--- src/rtl/pfc_map.svh ---
// Operation
// (RULE1) Function code is valid only while the strobe is low, one strobe cycle each.
// (RULE2) Idle code goes out in every strobe cycle without data or control use.
// (RULE3) Inbound data is captured on the strobe rising edge.
// (RULE4) Peripheral pulls data lines low only around the sampling strobe edge.
// (RULE5) Register A/B/C output codes carry the output word driven on the data bus.
// (RULE6) Selected start, clear or pulse code follows a data code in the next cycle.
// (RULE7) No-transfer instruction sends idle in the data slot, then any control code.
// (RULE8) Register A/B/C input codes: peripheral drives bus, sampled on rising strobe.
// (RULE9) Mask and reset-config codes: peripheral drives data, sampled on rising strobe.
// (RULE10) Each channel word is one address transfer then one data transfer.
// (RULE11) Address phase: direction on bit 0, address on bits 1 to 15.
// (RULE12) Sampled address bits are ignored when the internal address register is used.
// (RULE13) Direction 0 is out to peripheral, direction 1 is in from peripheral.
// (RULE14) Inbound channel: inbound code in second transfer, data sampled on rising strobe.
// (RULE15) Outbound channel: outbound code in second transfer with memory word driven.
// (RULE16) Count-zero code is sent when the word counter overflows to zero.
// (RULE17) Gap from address phase to data phase stays within the bounded maximum.
// (RULE18) The transmitting side generates the serial bit clock; receiver samples on it.
// (RULE19) Transceiver direction is low to transmit, high to receive, receive by default.
// (RULE20) Peripheral should clear busy and done on clear or reset code.
// (RULE21) Every command is one of sixteen codes on four function code lines.
// (RULE22) Skip and interrupt acknowledge produce no function code.
// (RULE23) Control field: 00 none, 01 start, 10 clear, 11 pulse.
// (RULE24) Data bus is released whenever the block does not drive an output word.
`ifndef PFC_MAP_SVH
`define PFC_MAP_SVH
// Function codes
`define PFC_FC_LOAD_A    4'h0
`define PFC_FC_READ_A    4'h1
`define PFC_FC_LOAD_B    4'h2
`define PFC_FC_READ_B    4'h3
`define PFC_FC_LOAD_C    4'h4
`define PFC_FC_READ_C    4'h5
`define PFC_FC_GO        4'h6
`define PFC_FC_WIPE      4'h7
`define PFC_FC_PULSE     4'h8
`define PFC_FC_CFG_RST   4'h9
`define PFC_FC_MASK      4'hA
`define PFC_FC_CH_ADDR   4'hB
`define PFC_FC_CH_IN     4'hC
`define PFC_FC_CH_OUT    4'hD
`define PFC_FC_CNT_ZERO  4'hE
`define PFC_FC_IDLE      4'hF
// Register byte addresses
`define PFC_A_CMD        8'h00
`define PFC_A_CFG        8'h04
`define PFC_A_OUT        8'h08
`define PFC_A_IN         8'h0C
`define PFC_A_CHAN       8'h10
`define PFC_A_ADDR       8'h14
`define PFC_A_WCNT       8'h18
`define PFC_A_STAT       8'h1C
`define PFC_A_TXD        8'h20
`define PFC_A_RXD        8'h24
// Timing: half periods in pclk cycles, channel gap in strobe cycles, frame length in bits
`define PFC_STB_HALF     4
`define PFC_CH_GAP       2
`define PFC_BIT_HALF     4
`define PFC_FRAME_BITS   9
`endif

--- src/rtl/pfc_pkg.sv ---
package pfc_pkg;
  typedef enum logic [2:0] {
    PFC_IDLE = 3'h0,
    PFC_DATA = 3'h1,
    PFC_CTRL = 3'h3,
    PFC_CHA  = 3'h4,
    PFC_WAIT = 3'h5,
    PFC_XFER = 3'h7
  } pfc_state_e;
  typedef enum logic [3:0] {
    PFC_OP_NIO   = 4'h0,
    PFC_OP_RDA   = 4'h1,
    PFC_OP_LDA   = 4'h2,
    PFC_OP_RDB   = 4'h3,
    PFC_OP_LDB   = 4'h4,
    PFC_OP_RDC   = 4'h5,
    PFC_OP_LDC   = 4'h6,
    PFC_OP_SKIP  = 4'h7,
    PFC_OP_MASK  = 4'h8,
    PFC_OP_CRST  = 4'h9,
    PFC_OP_IACK  = 4'hA,
    PFC_OP_CHAN  = 4'hB
  } pfc_op_e;
endpackage : pfc_pkg

--- src/rtl/pfc_port.sv ---
// Decided for this implementation: the address map and the APB interface to the registers.
`timescale 1ns/1ps
`default_nettype none
`include "pfc_map.svh"
module pfc_port
  import pfc_pkg::*;
#(
  parameter int STB_HALF  = `PFC_STB_HALF,
  parameter int CH_GAP    = `PFC_CH_GAP,
  parameter int BIT_HALF  = `PFC_BIT_HALF
) (
  // Clock and reset
  input  wire logic        pclk,
  input  wire logic        presetn,
  // APB slave
  input  wire logic        psel,
  input  wire logic        penable,
  input  wire logic        pwrite,
  input  wire logic [7:0]  paddr,
  input  wire logic [31:0] pwdata,
  output logic [31:0]      prdata,
  output logic             pready,
  output logic             pslverr,
  // Peripheral port
  output logic [3:0]       func_code,
  output logic             code_qualify_strobe,
  input  wire logic [15:0] pdata_in,
  output logic [15:0]      pdata_out,
  output logic             pdata_oe,
  // Serial link
  input  wire logic        io_clk_in,
  input  wire logic        io_data1_in,
  input  wire logic        io_data2_in,
  output logic             io_clk_out,
  output logic             io_data1_out,
  output logic             io_data2_out,
  output logic             io_input
);

  localparam logic [7:0] STB_LAST = 8'(2 * STB_HALF - 1);
  localparam logic [7:0] STB_PRE  = 8'(STB_HALF - 1);
  localparam logic [7:0] STB_RISE = 8'(STB_HALF);
  localparam logic [7:0] STB_LOAD = 8'(STB_HALF + 1);
  localparam logic [7:0] GAP_LAST = 8'(CH_GAP - 1);
  localparam logic [7:0] BIT_LAST = 8'(BIT_HALF - 1);

  // Strobe divider: low half carries the code, rise samples
  logic [7:0] ph_r;
  logic       tick_rise;
  logic       tick_load;

  always_ff @(posedge pclk or negedge presetn) begin
    if (!presetn) begin
      // Start in the high half so the strobe's reset level fits the phase
      ph_r <= STB_RISE;
    end else if (ph_r == STB_LAST) begin
      ph_r <= 8'h00;
    end else begin
      ph_r <= ph_r + 8'h01;
    end
  end

  assign tick_rise = (ph_r == STB_RISE);
  // Code changes mid-high so it is settled before the strobe falls
  assign tick_load = (ph_r == STB_LOAD);

  always_ff @(posedge pclk or negedge presetn) begin
    if (!presetn) begin
      code_qualify_strobe <= 1'b1;
    end else begin
      code_qualify_strobe <= (ph_r >= STB_PRE) && (ph_r != STB_LAST); // see (RULE1)
    end
  end

  // Pin synchronisers
  logic [15:0] pd_s1_r, pd_s2_r;
  logic [2:0]  ln_s1_r, ln_s2_r;

  always_ff @(posedge pclk or negedge presetn) begin
    if (!presetn) begin
      pd_s1_r <= 16'hFFFF;
      pd_s2_r <= 16'hFFFF;
      ln_s1_r <= 3'h0;
      ln_s2_r <= 3'h0;
    end else begin
      pd_s1_r <= pdata_in;
      pd_s2_r <= pd_s1_r;
      ln_s1_r <= {io_clk_in, io_data1_in, io_data2_in};
      ln_s2_r <= ln_s1_r;
    end
  end

  // Software-facing state
  logic        cmd_pend_r;
  pfc_op_e     cmd_op_r;
  logic [1:0]  cmd_ctl_r;
  logic        cfg_int_addr_r;
  logic        cfg_wc_en_r;
  logic [15:0] out_word_r;
  logic [15:0] in_word_r;
  logic        chan_dir_r;
  logic [14:0] chan_addr_r;
  logic [14:0] int_addr_r;
  logic [15:0] wcnt_r;
  logic        count_zero_code_seen_r;
  logic [17:0] rx_shift_r;
  logic [3:0]  rx_cnt_r;

  // Sequencer
  pfc_state_e  st_r;
  logic [7:0]  gap_r;
  logic        ch_step;
  logic        cmd_done;
  logic        wc_wrap;

  function automatic logic [3:0] ctl_code(input logic [1:0] f);
    unique case (f)
      2'b01:   ctl_code = `PFC_FC_GO;
      2'b10:   ctl_code = `PFC_FC_WIPE;
      2'b11:   ctl_code = `PFC_FC_PULSE;
      default: ctl_code = `PFC_FC_IDLE;
    endcase
  endfunction : ctl_code

  assign wc_wrap  = cfg_wc_en_r && (wcnt_r == 16'hFFFF);
  assign ch_step  = tick_load && (st_r == PFC_CHA);
  assign cmd_done = tick_load && cmd_pend_r &&
                    ((st_r == PFC_IDLE && (cmd_op_r == PFC_OP_SKIP ||
                                           cmd_op_r == PFC_OP_IACK ||
                                           cmd_op_r > PFC_OP_CHAN)) ||
                     (st_r == PFC_DATA && cmd_ctl_r == 2'b00) ||
                     st_r == PFC_CTRL || st_r == PFC_XFER);

  always_ff @(posedge pclk or negedge presetn) begin
    if (!presetn) begin
      st_r      <= PFC_IDLE;
      func_code <= `PFC_FC_IDLE;
      gap_r     <= 8'h00;
    end else if (tick_load) begin
      func_code <= `PFC_FC_IDLE; // see (RULE2) (RULE21)
      unique case (st_r)
        PFC_IDLE: begin
          if (cmd_pend_r) begin
            st_r <= PFC_DATA;
            unique case (cmd_op_r)
              PFC_OP_NIO:  func_code <= `PFC_FC_IDLE; // see (RULE7)
              PFC_OP_RDA:  func_code <= `PFC_FC_READ_A; // see (RULE8)
              PFC_OP_LDA:  func_code <= `PFC_FC_LOAD_A; // see (RULE5)
              PFC_OP_RDB:  func_code <= `PFC_FC_READ_B;
              PFC_OP_LDB:  func_code <= `PFC_FC_LOAD_B;
              PFC_OP_RDC:  func_code <= `PFC_FC_READ_C;
              PFC_OP_LDC:  func_code <= `PFC_FC_LOAD_C;
              PFC_OP_MASK: func_code <= `PFC_FC_MASK; // see (RULE9)
              PFC_OP_CRST: func_code <= `PFC_FC_CFG_RST;
              PFC_OP_CHAN: begin
                func_code <= `PFC_FC_CH_ADDR; // see (RULE10)
                st_r      <= PFC_CHA;
              end
              default: st_r <= PFC_IDLE; // see (RULE22)
            endcase
          end
        end
        PFC_DATA: begin
          if (cmd_ctl_r != 2'b00) begin
            func_code <= ctl_code(cmd_ctl_r); // see (RULE6) (RULE23)
            st_r      <= PFC_CTRL;
          end else begin
            st_r <= PFC_IDLE;
          end
        end
        PFC_CTRL: st_r <= PFC_IDLE;
        PFC_CHA: begin
          if (wc_wrap) begin
            func_code <= `PFC_FC_CNT_ZERO; // see (RULE16)
          end
          gap_r <= 8'h00;
          st_r  <= PFC_WAIT;
        end
        PFC_WAIT: begin
          // Fixed gap keeps the address-to-data delay bounded
          if (gap_r >= GAP_LAST) begin // see (RULE17)
            func_code <= chan_dir_r ? `PFC_FC_CH_IN : `PFC_FC_CH_OUT; // see (RULE13) (RULE14) (RULE15)
            st_r      <= PFC_XFER;
          end else begin
            gap_r <= gap_r + 8'h01;
          end
        end
        PFC_XFER: st_r <= PFC_IDLE;
        default:  st_r <= PFC_IDLE;
      endcase
    end
  end

  // Output word is driven only with load codes and the outbound channel code
  logic drive_now;
  assign drive_now = (func_code == `PFC_FC_LOAD_A) || (func_code == `PFC_FC_LOAD_B) ||
                     (func_code == `PFC_FC_LOAD_C) || (func_code == `PFC_FC_CH_OUT);

  always_ff @(posedge pclk or negedge presetn) begin
    if (!presetn) begin
      pdata_oe  <= 1'b0;
      pdata_out <= 16'h0000;
    end else begin
      pdata_oe  <= drive_now; // see (RULE24)
      pdata_out <= drive_now ? out_word_r : 16'h0000; // see (RULE5) (RULE15)
    end
  end

  // Inbound capture on the strobe rise
  logic sample_now;
  assign sample_now = tick_rise &&
                      ((func_code == `PFC_FC_READ_A) || (func_code == `PFC_FC_READ_B) ||
                       (func_code == `PFC_FC_READ_C) || (func_code == `PFC_FC_MASK) ||
                       (func_code == `PFC_FC_CFG_RST) || (func_code == `PFC_FC_CH_IN));

  always_ff @(posedge pclk or negedge presetn) begin
    if (!presetn) begin
      in_word_r   <= 16'h0000;
      chan_dir_r  <= 1'b0;
      chan_addr_r <= 15'h0000;
    end else if (sample_now) begin
      in_word_r <= pd_s2_r; // see (RULE3) (RULE8) (RULE9) (RULE14)
    end else if (tick_rise && func_code == `PFC_FC_CH_ADDR) begin
      chan_dir_r <= pd_s2_r[0]; // see (RULE11)
      // Internal address mode discards the sampled address bits
      chan_addr_r <= cfg_int_addr_r ? int_addr_r : pd_s2_r[15:1]; // see (RULE12)
    end
  end

  // Serial transmit: this end drives the bit clock while sending
  logic        tx_go;
  logic [15:0] tx_word;
  logic [1:0]  tx_type;
  logic        tx_busy_r;
  logic [8:0]  tx_sh1_r, tx_sh2_r;
  logic [3:0]  tx_bits_r;
  logic [7:0]  tx_ph_r;

  always_ff @(posedge pclk or negedge presetn) begin
    if (!presetn) begin
      tx_busy_r    <= 1'b0;
      tx_sh1_r     <= 9'h000;
      tx_sh2_r     <= 9'h000;
      tx_bits_r    <= 4'h0;
      tx_ph_r      <= 8'h00;
      io_clk_out   <= 1'b0;
      io_data1_out <= 1'b0;
      io_data2_out <= 1'b0;
    end else if (!tx_busy_r) begin
      io_clk_out <= 1'b0;
      if (tx_go) begin
        // Type bits stand before the first rise, the rest follow each fall but the last
        tx_busy_r    <= 1'b1;
        io_data1_out <= tx_type[1];
        io_data2_out <= tx_type[0];
        tx_sh1_r     <= {tx_word[15:8], 1'b0};
        tx_sh2_r     <= {tx_word[7:0], 1'b0};
        tx_bits_r <= 4'h0;
        tx_ph_r   <= 8'h00;
      end
    end else if (tx_ph_r == BIT_LAST) begin
      tx_ph_r    <= 8'h00;
      io_clk_out <= ~io_clk_out; // see (RULE18)
      if (!io_clk_out) begin
        tx_bits_r <= tx_bits_r + 4'h1;
      end else if (tx_bits_r == 4'(`PFC_FRAME_BITS)) begin
        tx_busy_r <= 1'b0;
      end else begin
        // Data changes on the falling edge, receiver samples the rise
        io_data1_out <= tx_sh1_r[8];
        io_data2_out <= tx_sh2_r[8];
        tx_sh1_r     <= {tx_sh1_r[7:0], 1'b0};
        tx_sh2_r     <= {tx_sh2_r[7:0], 1'b0};
      end
    end else begin
      tx_ph_r <= tx_ph_r + 8'h01;
    end
  end

  always_ff @(posedge pclk or negedge presetn) begin
    if (!presetn) begin
      io_input <= 1'b1;
    end else begin
      io_input <= ~(tx_busy_r || tx_go); // see (RULE19)
    end
  end

  // Serial receive on the far clock's rising edge
  logic clk_d_r;
  always_ff @(posedge pclk or negedge presetn) begin
    if (!presetn) begin
      clk_d_r    <= 1'b0;
      rx_shift_r <= 18'h00000;
      rx_cnt_r   <= 4'h0;
    end else begin
      clk_d_r <= ln_s2_r[2];
      if (io_input && ln_s2_r[2] && !clk_d_r) begin // see (RULE18)
        rx_shift_r <= {rx_shift_r[16:9], ln_s2_r[1], rx_shift_r[7:0], ln_s2_r[0]};
        rx_cnt_r   <= (rx_cnt_r == 4'hF) ? rx_cnt_r : rx_cnt_r + 4'h1;
      end
    end
  end

  // APB slave: zero wait states, error on unmapped address
  logic apb_wr, apb_rd, mapped;
  assign pready  = 1'b1;
  assign apb_wr  = psel && penable && pwrite;
  assign apb_rd  = psel && penable && !pwrite;
  assign mapped  = (paddr <= `PFC_A_RXD) && (paddr[1:0] == 2'b00);
  assign pslverr = psel && penable && !mapped;
  assign tx_go   = apb_wr && (paddr == `PFC_A_TXD) && !tx_busy_r;
  assign tx_word = pwdata[15:0];
  assign tx_type = pwdata[17:16];

  always_ff @(posedge pclk or negedge presetn) begin
    if (!presetn) begin
      cmd_pend_r     <= 1'b0;
      cmd_op_r       <= PFC_OP_NIO;
      cmd_ctl_r      <= 2'b00;
      cfg_int_addr_r <= 1'b0;
      cfg_wc_en_r    <= 1'b0;
      out_word_r     <= 16'h0000;
      int_addr_r     <= 15'h0000;
      wcnt_r         <= 16'h0000;
      count_zero_code_seen_r    <= 1'b0;
    end else begin
      if (cmd_done) begin
        cmd_pend_r <= 1'b0;
      end else if (apb_wr && paddr == `PFC_A_CMD && !cmd_pend_r) begin
        cmd_pend_r <= 1'b1;
        cmd_op_r   <= pfc_op_e'(pwdata[3:0]);
        // Config and mask reads carry no trailing control code
        cmd_ctl_r  <= (pwdata[3:0] == 4'h8 || pwdata[3:0] == 4'h9) ? 2'b00 : pwdata[5:4];
      end
      if (apb_wr && paddr == `PFC_A_CFG) begin
        cfg_int_addr_r <= pwdata[0];
        cfg_wc_en_r    <= pwdata[1];
      end
      if (apb_wr && paddr == `PFC_A_OUT) begin
        out_word_r <= pwdata[15:0];
      end
      if (ch_step && cfg_int_addr_r) begin
        int_addr_r <= int_addr_r + 15'h0001;
      end else if (apb_wr && paddr == `PFC_A_ADDR) begin
        int_addr_r <= pwdata[14:0];
      end
      if (ch_step && cfg_wc_en_r) begin
        wcnt_r <= wcnt_r + 16'h0001; // see (RULE16)
      end else if (apb_wr && paddr == `PFC_A_WCNT) begin
        wcnt_r <= pwdata[15:0];
      end
      // Set wins over a same-cycle clear
      if (ch_step && wc_wrap) begin
        count_zero_code_seen_r <= 1'b1;
      end else if (apb_wr && paddr == `PFC_A_STAT && pwdata[1]) begin
        count_zero_code_seen_r <= 1'b0;
      end
    end
  end

  always_comb begin
    prdata = 32'h00000000;
    if (apb_rd) begin
      unique case (paddr)
        `PFC_A_CMD:  prdata = {26'h0, cmd_ctl_r, cmd_op_r};
        `PFC_A_CFG:  prdata = {30'h0, cfg_wc_en_r, cfg_int_addr_r};
        `PFC_A_OUT:  prdata = {16'h0, out_word_r};
        `PFC_A_IN:   prdata = {16'h0, in_word_r};
        `PFC_A_CHAN: prdata = {16'h0, chan_addr_r, chan_dir_r};
        `PFC_A_ADDR: prdata = {17'h0, int_addr_r};
        `PFC_A_WCNT: prdata = {16'h0, wcnt_r};
        `PFC_A_STAT: prdata = {25'h0, st_r, io_input, tx_busy_r, count_zero_code_seen_r, cmd_pend_r};
        `PFC_A_RXD:  prdata = {10'h0, rx_cnt_r, rx_shift_r};
        default:     prdata = 32'h00000000;
      endcase
    end
  end

endmodule : pfc_port
`default_nettype wire

--- config.mk ---
export PLATFORM = sky130hd
export DESIGN_NAME = pfc_port
export DESIGN_NICKNAME = d
export VERILOG_FILES = /design/src/rtl/pfc_pkg.sv /design/src/rtl/pfc_port.sv
export VERILOG_INCLUDE_DIRS = /design/src /design/src/rtl
export SDC_FILE = /design/constraint.sdc
export NUM_CORES = 1
export LEC_CHECK = 0
export BUFFER_PORTS_ARGS = -buffer_cell sky130_fd_sc_hd__buf_4
export CORE_ASPECT_RATIO = 1.25
export CORE_UTILIZATION = 33
export DETAILED_ROUTE_END_ITERATION = 8
export PLACE_DENSITY_LB_ADDON = 0.25
export SLEW_MARGIN = 20
export SYNTH_ARGS = -nofsm -noshare
export SYNTH_HDL_FRONTEND = slang
export SYNTH_SLANG_ARGS = --single-unit
--- constraint.sdc ---
create_clock -name pclk -period 6.2 [get_ports pclk]
set_input_delay 0.93 -clock pclk [delete_from_list [all_inputs] [get_ports pclk]]
set_output_delay 0.93 -clock pclk [all_outputs]
set_load 0.02 [all_outputs]
---- After elaboration in Yosys (flattened, before gate mapping) ----
Index checks and enable logic that the tools add are counted.
word-level totals
  bits of input ports ..................... 64
  output and inout port bits .............. 60
  flip-flop bits (word level) ............. 226
  word-level logic and storage cells ...... 239
operators by class
  reductions and logical operators ........ 70
  muxes and demuxes ....................... 63
  equality and inequality tests ........... 55
  bitwise logic cells ..................... 5
  magnitude comparators ................... 4
  add/sub/neg operators ................... 7
operators with widths
  cell                                                             number
  22-bit case mux with 9 select lines                              1
  9-bit two-way mux                                                10
  4-bit == test, second input constant                             13
  16-bit two-way mux                                               3
  15-bit two-way mux                                               3
  8-bit two-way mux                                                5
  4-bit case mux with 9 select lines                               1
  8-bit by 3-bit == test with 1-bit output, second input constant  4
  8-bit by 5-bit == test with 1-bit output, second input constant  4
  32-bit two-way mux                                               1
  1-bit logical AND                                                29
  8-bit by 1-bit adder with 8-bit output, second input constant    3
  4-bit by 3-bit == test with 1-bit output, second input constant  6
  4-bit two-way mux                                                6
  1-bit two-way mux                                                23
  16-bit by 1-bit adder with 16-bit output, second input constant  1
  16-bit == test, second input constant                            1
  4-bit by 2-bit == test with 1-bit output, second input constant  4
  8-bit by 4-bit == test with 1-bit output, second input constant  2
  8-bit by 6-bit == test with 1-bit output, second input constant  2
  4-bit case mux with 4 select lines                               1
  8-bit case mux with 2 select lines                               1
  15-bit by 1-bit adder with 15-bit output, second input constant  1
  1-bit logical OR                                                 15
  other kinds (31)                                                 64

---- Logic depth before layout (Yosys ltp) ----
Gate-level depths: netlist of the first run.
  word-level depth ........................ 10
  gate-level depth with buffers ........... 9

---- Worst setup path before layout of the first run ----
Ideal clock, no wire load.
  path type ............................... input port to output port
  start point ............................. input paddr[6]
  end point ............................... output prdata[0]
  path slack .............................. 2948 ps
  buffers on the path ..................... 2
  data arrival time ....................... 2322 ps
  data required time ...................... 5270 ps
  stages .................................. 5
  cell sequence ........................... nor4b_2 buf_2 clkbuf_1 a32oi_1 a31oi_1
on the way
  word-level cells in the longest chain between the ends .. 3
  elaborated cells on any way between the ends .. 11
RTL lines
  element                                                                 line             RTL
  from (decl)                                                             pfc_port.sv:19   input wire logic [7:0] paddr,
  8-bit by 6-bit == test with 1-bit output, or another cell as far along  pfc_port.sv:364  unique case (paddr)
  22-bit case mux with 9 select lines *                                   pfc_port.sv:364
  32-bit two-way mux *                                                    pfc_port.sv:363  if (apb_rd) begin
  to (decl)                                                               pfc_port.sv:21   output logic [31:0] prdata,
Mark *: on every way between the ends. The rest lies on a longest branch, timed or not.

---- Worst setup path after layout of the first run ----
  start point ............................. input paddr[4]
  end point ............................... output prdata[5]
Same word-level chain as after synthesis.

==> impl_metrics.json, run 1 <==
{
  "outcome": "finished clean",
  "synthDistinctLibCells": 86,
  "slowest_delay_ns": 0.71,
  "synth.top_cell.area_share_pct": 42.75,
  "dp.cells": 1495,
  "synthesis.area_sq_um": 10830,
  "ys_top_cells_by_area": "dfrtp_1 (43%), dfstp_2 (9.5%), nand2_1 (4.9%)",
  "relSlewSlack_pct": 30.15,
  "clkTransAtPathRegs_ns": 0.06,
  "powerDensity_nw_per_um2": 265.4,
  "synth_cells": 1032,
  "reg2reg_slack_ns": 3.16,
  "via_count": 8236,
  "start_util_pct": 33.78,
  "synth-seq-area-share_pct": 52.21,
  "via_per_inst": 5.345,
  "critPathSlowestCell": "nor4b_2",
  "rsz0062_at_grt": "no",
  "pin_count": 124,
  "drv_cap": 0,
  "fill_cells": 3160,
  "postSynthAreaPerCell_sq_um": 10.49,
  "r2r_start": "st_r[2]$_DFFE_PN0P_",
  "dieArea_sq_um": 33550,
  "cp_cell_sequence": "buf_4 > nor4b_2 > and2_1 > a222oi_1 > a21oi_1 > buf_4",
  "gp_congestion": 0.9034,
  "diodes": 0,
  "worstSetupStartpointType": "primary input",
  "layout_commonest_cell": "dfrtp_1",
  "hold_viol_final": 0,
  "path_max_fanout": 17,
  "dr.pass1.iters": 5,
  "cts-resized-gates": 0,
  "gr-total-overflow": 0,
  "worstSetupPathType": "in2out",
  "clk_latency_ns": 0.53,
  "std_cell_rows": 73,
  "setup_viol_count_final": 0,
  "drc": 0,
  "grt_pass1_vias": 7952,
  "grtUsageTotal_pct": 17.96,
  "synth_top_area_cell": "dfrtp_1",
  "area_growth_pct": 18.00,
  "reg2reg_depth": 5,
  "h-tree-depth": 1,
  "cts_buffers": 25,
  "worstPathRequired_ns": 5.27,
  "ir_drop_mv": 0.1722,
  "nNetsFinal": 1190,
  "arrival_ns": 3.33,
  "drt_iter0_drc": 655,
  "hp-class": "in2async",
  "hpwl_microns": 21170,
  "drive_above_1_share_pct": 23.47,
  "clockBufferDepth": 3,
  "ant_nets": 0,
  "grt_max_degree": 130,
  "synth_seq_cells": 224,
  "postCtsSetupBuffers": 0,
  "synth_edf_count": 0,
  "cp-end-kind": "primary output",
  "portBuffers": 98,
  "die-width_microns": 164.0,
  "synth_warnings": 0,
  "final_cells": 1541,
  "final_area_sq_um": 12780,
  "wl_per_cell_microns": 19.25,
  "clock_skew_ns": 0.01819,
  "period_share_pct": 68.68,
  "final_max_slew_viol_count": 0,
  "finalSetupTns_ns": 0,
  "p_leak_nw": 5.771,
  "wl_microns": 29660,
  "grt_pass1_wl_microns": 46130,
  "die_h_microns": 204.5,
  "layout_common_cells": "dfrtp_1 (185), nand2_1 (140), buf_4 (106)",
  "cts_root_buf": "clkbuf_16",
  "cts_tree": "built",
  "synth-main-ff-cell": "dfrtp_1",
  "critPathMostFrequentCell": "buf_4",
  "cts_hold_buf": 0,
  "clock-sinks": 224,
  "tightest_slew_ns": 1.048,
  "synthArstFlopShare_pct": 100.0,
  "fmax_mhz": 234.8,
  "coreArea_sq_um": 32060,
  "r2r_end": "wcnt_r[7]$_DFFE_PN0P_",
  "antenna_found_initial": 0,
  "dpl_cell_area_sq_um": 11840,
  "layout_min_cycle_time_ns": 4.258
}
## synth_stat cells (5+ instances only)
| master | count |
|---|---|
| and2_1 | 33 |
| and4_1 | 5 |
| nand2b_1 | 9 |
| a211oi_1 | 7 |
| and3_1 | 14 |
| a21oi_1 | 65 |
| a31oi_1 | 10 |
| dfstp_2 | 39 |
| xnor2_1 | 8 |
| nand4_1 | 12 |
| mux2_2 | 27 |
| mux2i_1 | 49 |
| buf_4 | 14 |
| ha_1 | 15 |
| a221oi_1 | 10 |
| clkbuf_1 | 21 |
| xor2_1 | 6 |
| buf_2 | 24 |
| dfrtp_1 | 185 |
| inv_1 | 18 |
| o22ai_1 | 15 |
| a22o_1 | 19 |
| or3_1 | 7 |
| nand2_1 | 140 |
| nor3_1 | 10 |
| o21ai_1 | 17 |
| mux2_4 | 10 |
| nor2_1 | 73 |
| nand3_1 | 23 |
| a22oi_1 | 9 |
| o21ai_0 | 40 |
## worst max-delay path: cells and delay by family
family,cells,cell delay (ns)
compound gates,2,0.61
buf+inv,2,0.40
simple gates,2,1.39
## area by class of cell
| class | instances | area (sq um) | share of cell area, % |
|---|---|---|---|
| Timing Repair Buffer | 108 | 838.3 | 6.560 |
| Multi-Input combinational cell | 734 | 4796 | 37.53 |
| Sequential cell | 224 | 5654 | 44.25 |
| Inverter | 18 | 67.56 | 0.5287 |
| Clock buffer | 31 | 678.2 | 5.307 |
| Clock inverter | 14 | 229.0 | 1.792 |
| Tap cell | 412 | 515.5 | 4.034 |
## through the flow
step / power [mW] / util (%) / hold WS, ns / setup slack (ns)
after floorplan: 1.673 / - / 0.3312 / 2.948
after global placement: 1.781 / 36.94 / 0.3334 / 2.030
after detailed placement: 1.786 / 36.94 / 0.3365 / 2.061
after CTS: 3.432 / 39.77 / 0.3501 / 2.051
after global routing: 3.519 / 39.86 / 0.3468 / 1.820
final: 3.391 / 39.86 / 0.3183 / 1.942
## how the worst max path moves through the flow
stage,start,to,slack (ns),cells past startpoint
floorplan,paddr[6],prdata[0],2.95,5
global placement,paddr[4],prdata[5],2.03,6
detailed placement,paddr[4],prdata[5],2.06,6
CTS,paddr[4],prdata[5],2.05,6
global route,paddr[4],prdata[5],1.82,6
finish,paddr[4],prdata[5],1.94,6
## registers in the layout, summed over array words and instances, names as in the netlist, 8 cells and up
name,flops
in_word_r,16
rx_shift_r,18
chan_addr_r,15
tx_ph_r,8
tx_sh2_r,8
pd_s1_r,16
int_addr_r,15
out_word_r,16
pdata_out,16
pd_s2_r,16
tx_sh1_r,8
wcnt_r,16
ph_r,8
gap_r,8
## per-layer routing
metal	track usage [%]	share of wire (%)	wire (microns)	up-vias
met1	24.47	43	12900	4070
met4	6.647	3.6	1056	0
met2	29.06	47	14080	270
met5	0	0	0	-
li1	-	-	-	3835
met3	2.328	5.5	1631	61
## power by group
group	switching [mW]	internal, mW
Sequential	0.0452	1.51
Combinational	0.122	0.0776
Clock	0.607	1.02
Total	0.775	2.62
## cell families after synthesis
group                      Yosys count  synth area share, %
AOI/OAI and AO/OA                  229                13.81
and+or+nand+nor                    375                17.95
DFF                                224                52.21
adders and majority gates           15                1.733
buffers and inverters               83                3.951
xor gates and xnor gates            14                1.132
muxes                               90                9.139
other                                2              0.06935
Note: power is estimated with default switching activity, not from simulation.
==> inputs of run 2 (changes only) <==
- ABC_AREA: unset -> 1
- clock period: 6.2 -> 4.1 ns (I/O delays scaled with it)
==> run 2 against run 1 <==
Against the previous run: worst hold slack lost 0.24 ns; sequential power is 47% higher; area after synthesis grew 3.7%; die area up 3.7%; critical path depth increased by 3; worst setup slack got worse by 0.98 ns; non-clock buffer count increased by 3; critical path type unchanged; highest routed layer unchanged.
==> impl_metrics.json, run 2 <==
{
  "outcome": "finished clean",
  "setup_viol_count_final": 0,
  "diodes": 0,
  "synth-main-ff-cell": "dfrtp_1",
  "die_h_microns": 208.2,
  "fill_cells": 3442,
  "fmax_mhz": 318.5,
  "hp-class": "in2async",
  "wl_microns": 32720,
  "ys_top_cells_by_area": "dfrtp_1 (41%), nand2_1 (13%), dfstp_2 (9.1%)",
  "grt_pass1_vias": 9418,
  "synth_edf_count": 0,
  "synth_top_area_cell": "dfrtp_1",
  "layout_min_cycle_time_ns": 3.139,
  "cts_buffers": 27,
  "via_count": 9604,
  "reg2reg_slack_ns": 1.74,
  "synth_most_common_cell": "nand2_1",
  "relSlewSlack_pct": 41.90,
  "via_per_inst": 4.918,
  "critPathSlowestCell": "o21ai_1",
  "tightest_slew_ns": 0.8706,
  "final_cells": 1953,
  "h-tree-depth": 1,
  "nNetsFinal": 1590,
  "finalSetupTns_ns": 0,
  "synthesis.area_sq_um": 11230,
  "worstPathRequired_ns": 3.48,
  "clockBufferDepth": 3,
  "final_max_slew_viol_count": 0,
  "netlist_top_cells_count": "nand2_1 (386), dfrtp_1 (185), inv_1 (157)",
  "path_max_fanout": 13,
  "synth_seq_cells": 224,
  "largest_reg_flops": 18,
  "synthDistinctLibCells": 40,
  "r2r_end": "int_addr_r[9]$_DFFE_PN0P_",
  "pin_count": 124,
  "dr.pass1.iters": 5,
  "clkTransAtPathRegs_ns": 0.06,
  "post-place-ws_ns": 0.9799,
  "start_util_pct": 33.52,
  "drive_above_1_share_pct": 15.42,
  "clk_latency_ns": 0.54,
  "postCtsSetupBuffers": 0,
  "grtUsageTotal_pct": 19.02,
  "setup_slack_ns": 0.9606,
  "r2r_start": "ph_r[1]$_DFF_PN0_",
  "worstSetupStartpointType": "primary input",
  "largest-register": "rx_shift_r",
  "cp-end-kind": "primary output",
  "hold_viol_final": 0,
  "worstSetupPathType": "in2out",
  "ir_drop_mv": 0.2212,
  "coreArea_sq_um": 33500,
  "area_growth_pct": 17.92,
  "synth.top_cell.area_share_pct": 41.23,
  "cp_cell_sequence": "buf_4 > nor2_4 > nand2_1 > inv_2 > nand2_1 > o21ai_1 > nor2_1 > a21oi_1 > buf_4",
  "finish.utilization_pct": 39.53,
  "cts_tree": "built",
  "gp_congestion": 0.8754,
  "std_cell_rows": 75,
  "drv_cap": 0,
  "powerDensity_nw_per_um2": 377.6,
  "cts_root_buf": "clkbuf_16",
  "synth_cells": 1418,
  "grt_max_degree": 99,
  "drc": 0,
  "synth_warnings": 0,
  "synthArstFlopShare_pct": 100.0,
  "layout_commonest_cell": "nand2_1",
  "antenna_found_initial": 0,
  "cts-resized-gates": 0,
  "wl_per_cell_microns": 16.75,
  "layout_common_cells": "nand2_1 (386), dfrtp_1 (185), inv_1 (157)",
  "rsz0062_at_grt": "no",
  "die-width_microns": 167.0,
  "ant_nets": 0,
  "dieArea_sq_um": 34780,
  "dp.cells": 1905,
  "hpwl_microns": 24370,
  "p_leak_nw": 6.214,
  "period_share_pct": 76.57,
  "portBuffers": 98,
  "drt_iter0_drc": 675,
  "grt_pass1_wl_microns": 51700,
  "cts_hold_buf": 0,
  "reg2reg_depth": 8,
  "clock_skew_ns": 0.01615,
  "clock-sinks": 224,
  "synth-seq-area-share_pct": 50.35,
  "postSynthAreaPerCell_sq_um": 7.919,
  "p_total_mw": 5.000,
  "arrival_ns": 2.52,
  "slowest_delay_ns": 0.37,
  "gr-total-overflow": 0
}
[run 2: cell families after synthesis]
group | share of synthesized area (%)
AND/OR/NAND/NOR | 26.53
AO/OA/AOI/OAI | 10.91
buffers and inverters | 8.568
flip-flops | 50.35
XOR/XNOR | 1.716
adder cells (fa/ha/maj) | 1.671
other | 0.06688
multiplexers | 0.1894
[run 2: metal layers]
metal	share of wire, %	wire (microns)	vias to the layer above	global-route usage, %
li1	-	-	4710	-
met1	42	13850	4606	23.75
met2	50	16420	239	33.53
met3	4.5	1475	49	2.435
met4	3.0	967	0	6.769
met5	0	0	-	0
[run 2: metrics by stage]
stage          hold slack, ns  instance area [sq um]
2_1_floorplan          0.3194                  11260
3_3_place_gp           0.3375                  12320
3_5_place_dp           0.3427                  12320
4_1_cts                0.1313                  13240
5_1_grt                0.1471                  13240
6_report              0.08201                  13240
[run 2: worst max-delay path: cells and delay by family]
kind                   cells  cell delay (ns)
AO/OA/AOI/OAI              2             0.66
buffers and inverters      3             0.47
AND/OR/NAND/NOR            4             0.76
[run 2: power by group]
group	internal, mW	total, mW	switching [mW]	leakage [nW]
Clock	1.50	2.46	0.961	0.454
Combinational	0.0747	0.245	0.171	2.85
Sequential	2.26	2.29	0.0302	2.91
[run 2: worst max path at each step]
stage	cells after the start	slack [ns]	start	end
5_1_grt	9	0.82	paddr[1]	prdata[6]
3_5_place_dp	9	0.98	paddr[1]	prdata[15]
2_1_floorplan	8	1.72	paddr[6]	prdata[3]
6_report	9	0.96	paddr[1]	prdata[6]
3_3_place_gp	9	1.01	paddr[1]	prdata[6]
4_1_cts	9	0.98	paddr[1]	prdata[15]
[run 2: layout make-up]
cell class / count / area, sq um / area share, %
Clock inverter: 12 / 145.1 / 1.096
Clock buffer: 36 / 769.5 / 5.811
Timing Repair Buffer: 111 / 853.3 / 6.444
Tap cell: 423 / 529.3 / 3.997
Inverter: 170 / 638.1 / 4.819
Multi-Input combinational cell: 977 / 4652 / 35.13
Sequential cell: 224 / 5654 / 42.70
==> inputs of run 3 (changes only) <==
- ABC_AREA: 1 -> 0
- clock period: 4.1 -> 2.64 ns (I/O delays scaled with it)
==> run 3 against run 2 <==
Against the previous run: total power grew 55%; via count fell by 13%; sequential power rose by 60%; design area about the same; combinational power increased by 110%; core utilization up 1.7 points; die area down 3.5%; clock skew increased by 0.011 ns; wire length decreased by 7.5%; non-clock buffer count grew 54.
==> impl_metrics.json, run 3 (synthesis results as in run 1) <==
{
  "rsz0062_at_grt": "no",
  "wl_met2_microns": 14590,
  "p_leak_nw": 6.032,
  "seqPwrFrac_pct": 47.4,
  "antenna_found_initial": 1,
  "setup_slack_ns": 0.1628,
  "largest-register": "rx_shift_r",
  "reg2reg_slack_ns": 0.40,
  "h-tree-depth": 1,
  "cts_tree": "built",
  "cp-end-kind": "primary output",
  "ant_nets": 0,
  "portBuffers": 98,
  "coreArea_sq_um": 32060,
  "wl_per_cell_microns": 18.94,
  "layout_min_cycle_time_ns": 2.477,
  "area_growth_pct": 22.20,
  "std_cell_rows": 73,
  "layout_common_cells": "dfrtp_1 (185), nand2_1 (140), buf_4 (140)",
  "die_h_microns": 204.5,
  "arrival_ns": 2.08,
  "fmax_mhz": 403.7,
  "wl_microns": 30270,
  "clkTransAtPathRegs_ns": 0.06,
  "tightest_slew_ns": 0.7509,
  "via_count": 8385,
  "grt_pass1_wl_microns": 47040,
  "post-place-ws_ns": 0.1432,
  "powerDensity_nw_per_um2": 584.6,
  "finalSetupTns_ns": 0,
  "met3_length_microns": 1528,
  "swShare_pct": 23.20,
  "diodes": 0,
  "p_int_mw": 5.941,
  "final_max_slew_viol_count": 0,
  "grtUsageTotal_pct": 18.39,
  "dr.pass1.iters": 6,
  "gr-total-overflow": 0,
  "fill_cells": 3102,
  "hold_viol_final": 0,
  "reg2reg_depth": 5,
  "r2r_end": "wcnt_r[11]$_DFFE_PN0P_",
  "hpwl_microns": 21930,
  "drc": 0,
  "cts_root_buf": "clkbuf_16",
  "holdPathEnd": "io_data2_out$_DFFE_PN0P_",
  "drt_iter0_drc": 731,
  "postCtsSetupBuffers": 0,
  "start_util_pct": 33.78,
  "worstSetupPathType": "in2out",
  "relSlewSlack_pct": 49.78,
  "comb_power_share_pct": 6.7,
  "largest_reg_flops": 18,
  "outcome": "finished clean",
  "r2r_start": "ph_r[3]$_DFF_PN0_",
  "clock_skew_ns": 0.02679,
  "pwr-share-clk_pct": 45.9,
  "via_per_inst": 5.247,
  "drv_cap": 0,
  "min_from": "pwdata[16]",
  "clock-sinks": 224,
  "die-width_microns": 164.0,
  "dieArea_sq_um": 33550,
  "p_switching_mw": 1.795,
  "drive_above_1_share_pct": 25.38,
  "top_layer": "met4",
  "path_max_fanout": 7,
  "hp-class": "in2reg",
  "period_share_pct": 93.84,
  "nNetsFinal": 1247,
  "cts-resized-gates": 0,
  "min_path_cells": 3,
  "worstPathRequired_ns": 2.24,
  "grt_max_degree": 76,
  "gp_congestion": 0.8856,
  "pin_count": 124,
  "worstSetupStartpointType": "primary input",
  "wl_met1_microns": 13240,
  "setup_viol_count_final": 0,
  "grt_pass1_vias": 8115,
  "clk_latency_ns": 0.53,
  "clockBufferDepth": 3,
  "cts_buffers": 25,
  "ir_drop_mv": 0.3783,
  "cts_hold_buf": 20,
  "layout_commonest_cell": "dfrtp_1"
}
## run 3: changes by cell type in the layout (fill, tap and decap cells not counted), moves of 48 or more
cell     change
nand2_1    -246
inv_1      -139
nand3_1    -101
o21ai_1     -61
nor2_1      -58
mux2i_1     +48
## run 3: final cells by class
class,instances,area (sq um),share of cell area (%)
clock inverter,11,132.6,1.002
timing repair buffer,165,1346,10.17
tap,412,515.5,3.896
multi-input combinational,734,4807,36.33
inverter,18,67.56,0.5106
sequential,224,5654,42.73
clock buffer,34,709.4,5.361
## run 3: critical path, cell delays in order
cell	delay, ns
buf_4	0.14
nor4b_2	0.51
and2_1	0.24
buf_4	0.17
a222oi_1	0.14
a21oi_1	0.29
buf_4	0.20
## run 3: stage by stage
stage / cell area (sq um) / util, % / hold slack [ns] / total power, mW / instances
floorplan: 10860 / - / 0.1004 / 3.929 / 1041
global placement: 12180 / 37.99 / 0.3332 / 4.211 / 1533
detailed placement: 12180 / 37.99 / 0.3355 / 4.221 / 1533
CTS: 13220 / 41.24 / 0.1493 / 7.855 / 1598
global route: 13230 / 41.28 / 0.1608 / 8.050 / 1598
finish: 13230 / 41.28 / 0.1612 / 7.736 / 1598
## run 3: metal layers
layer  vias up  track usage (%)
li1       3946                -
met1      4126            24.81
met2       264            30.33
met3        49            2.227
met4         0            6.349
met5         -                0
## run 3: power groups by stage
stage	clock, mW	sequential (mW)	combinational [mW]
2_1_floorplan	0	3.70	0.233
3_3_place_gp	0	3.72	0.493
3_5_place_dp	0	3.72	0.498
4_1_cts	3.67	3.66	0.525
5_1_grt	3.80	3.68	0.575
6_report	3.55	3.66	0.517
## run 3: worst max-delay path by stage
stage                     cells after the start  slack, ns                      end                       from
after floorplan                               5       0.46                prdata[0]                   paddr[6]
after global placement                        8       0.14  tx_sh1_r[7]$_DFFE_PN0P_                   paddr[5]
after detailed placement                      8       0.14  tx_sh2_r[8]$_DFFE_PN0P_                   paddr[5]
after CTS                                     4       0.16                prdata[3]  int_addr_r[3]$_DFFE_PN0P_
after global routing                          4       0.08                prdata[3]  int_addr_r[3]$_DFFE_PN0P_
final                                         7       0.16                prdata[5]                   paddr[6]
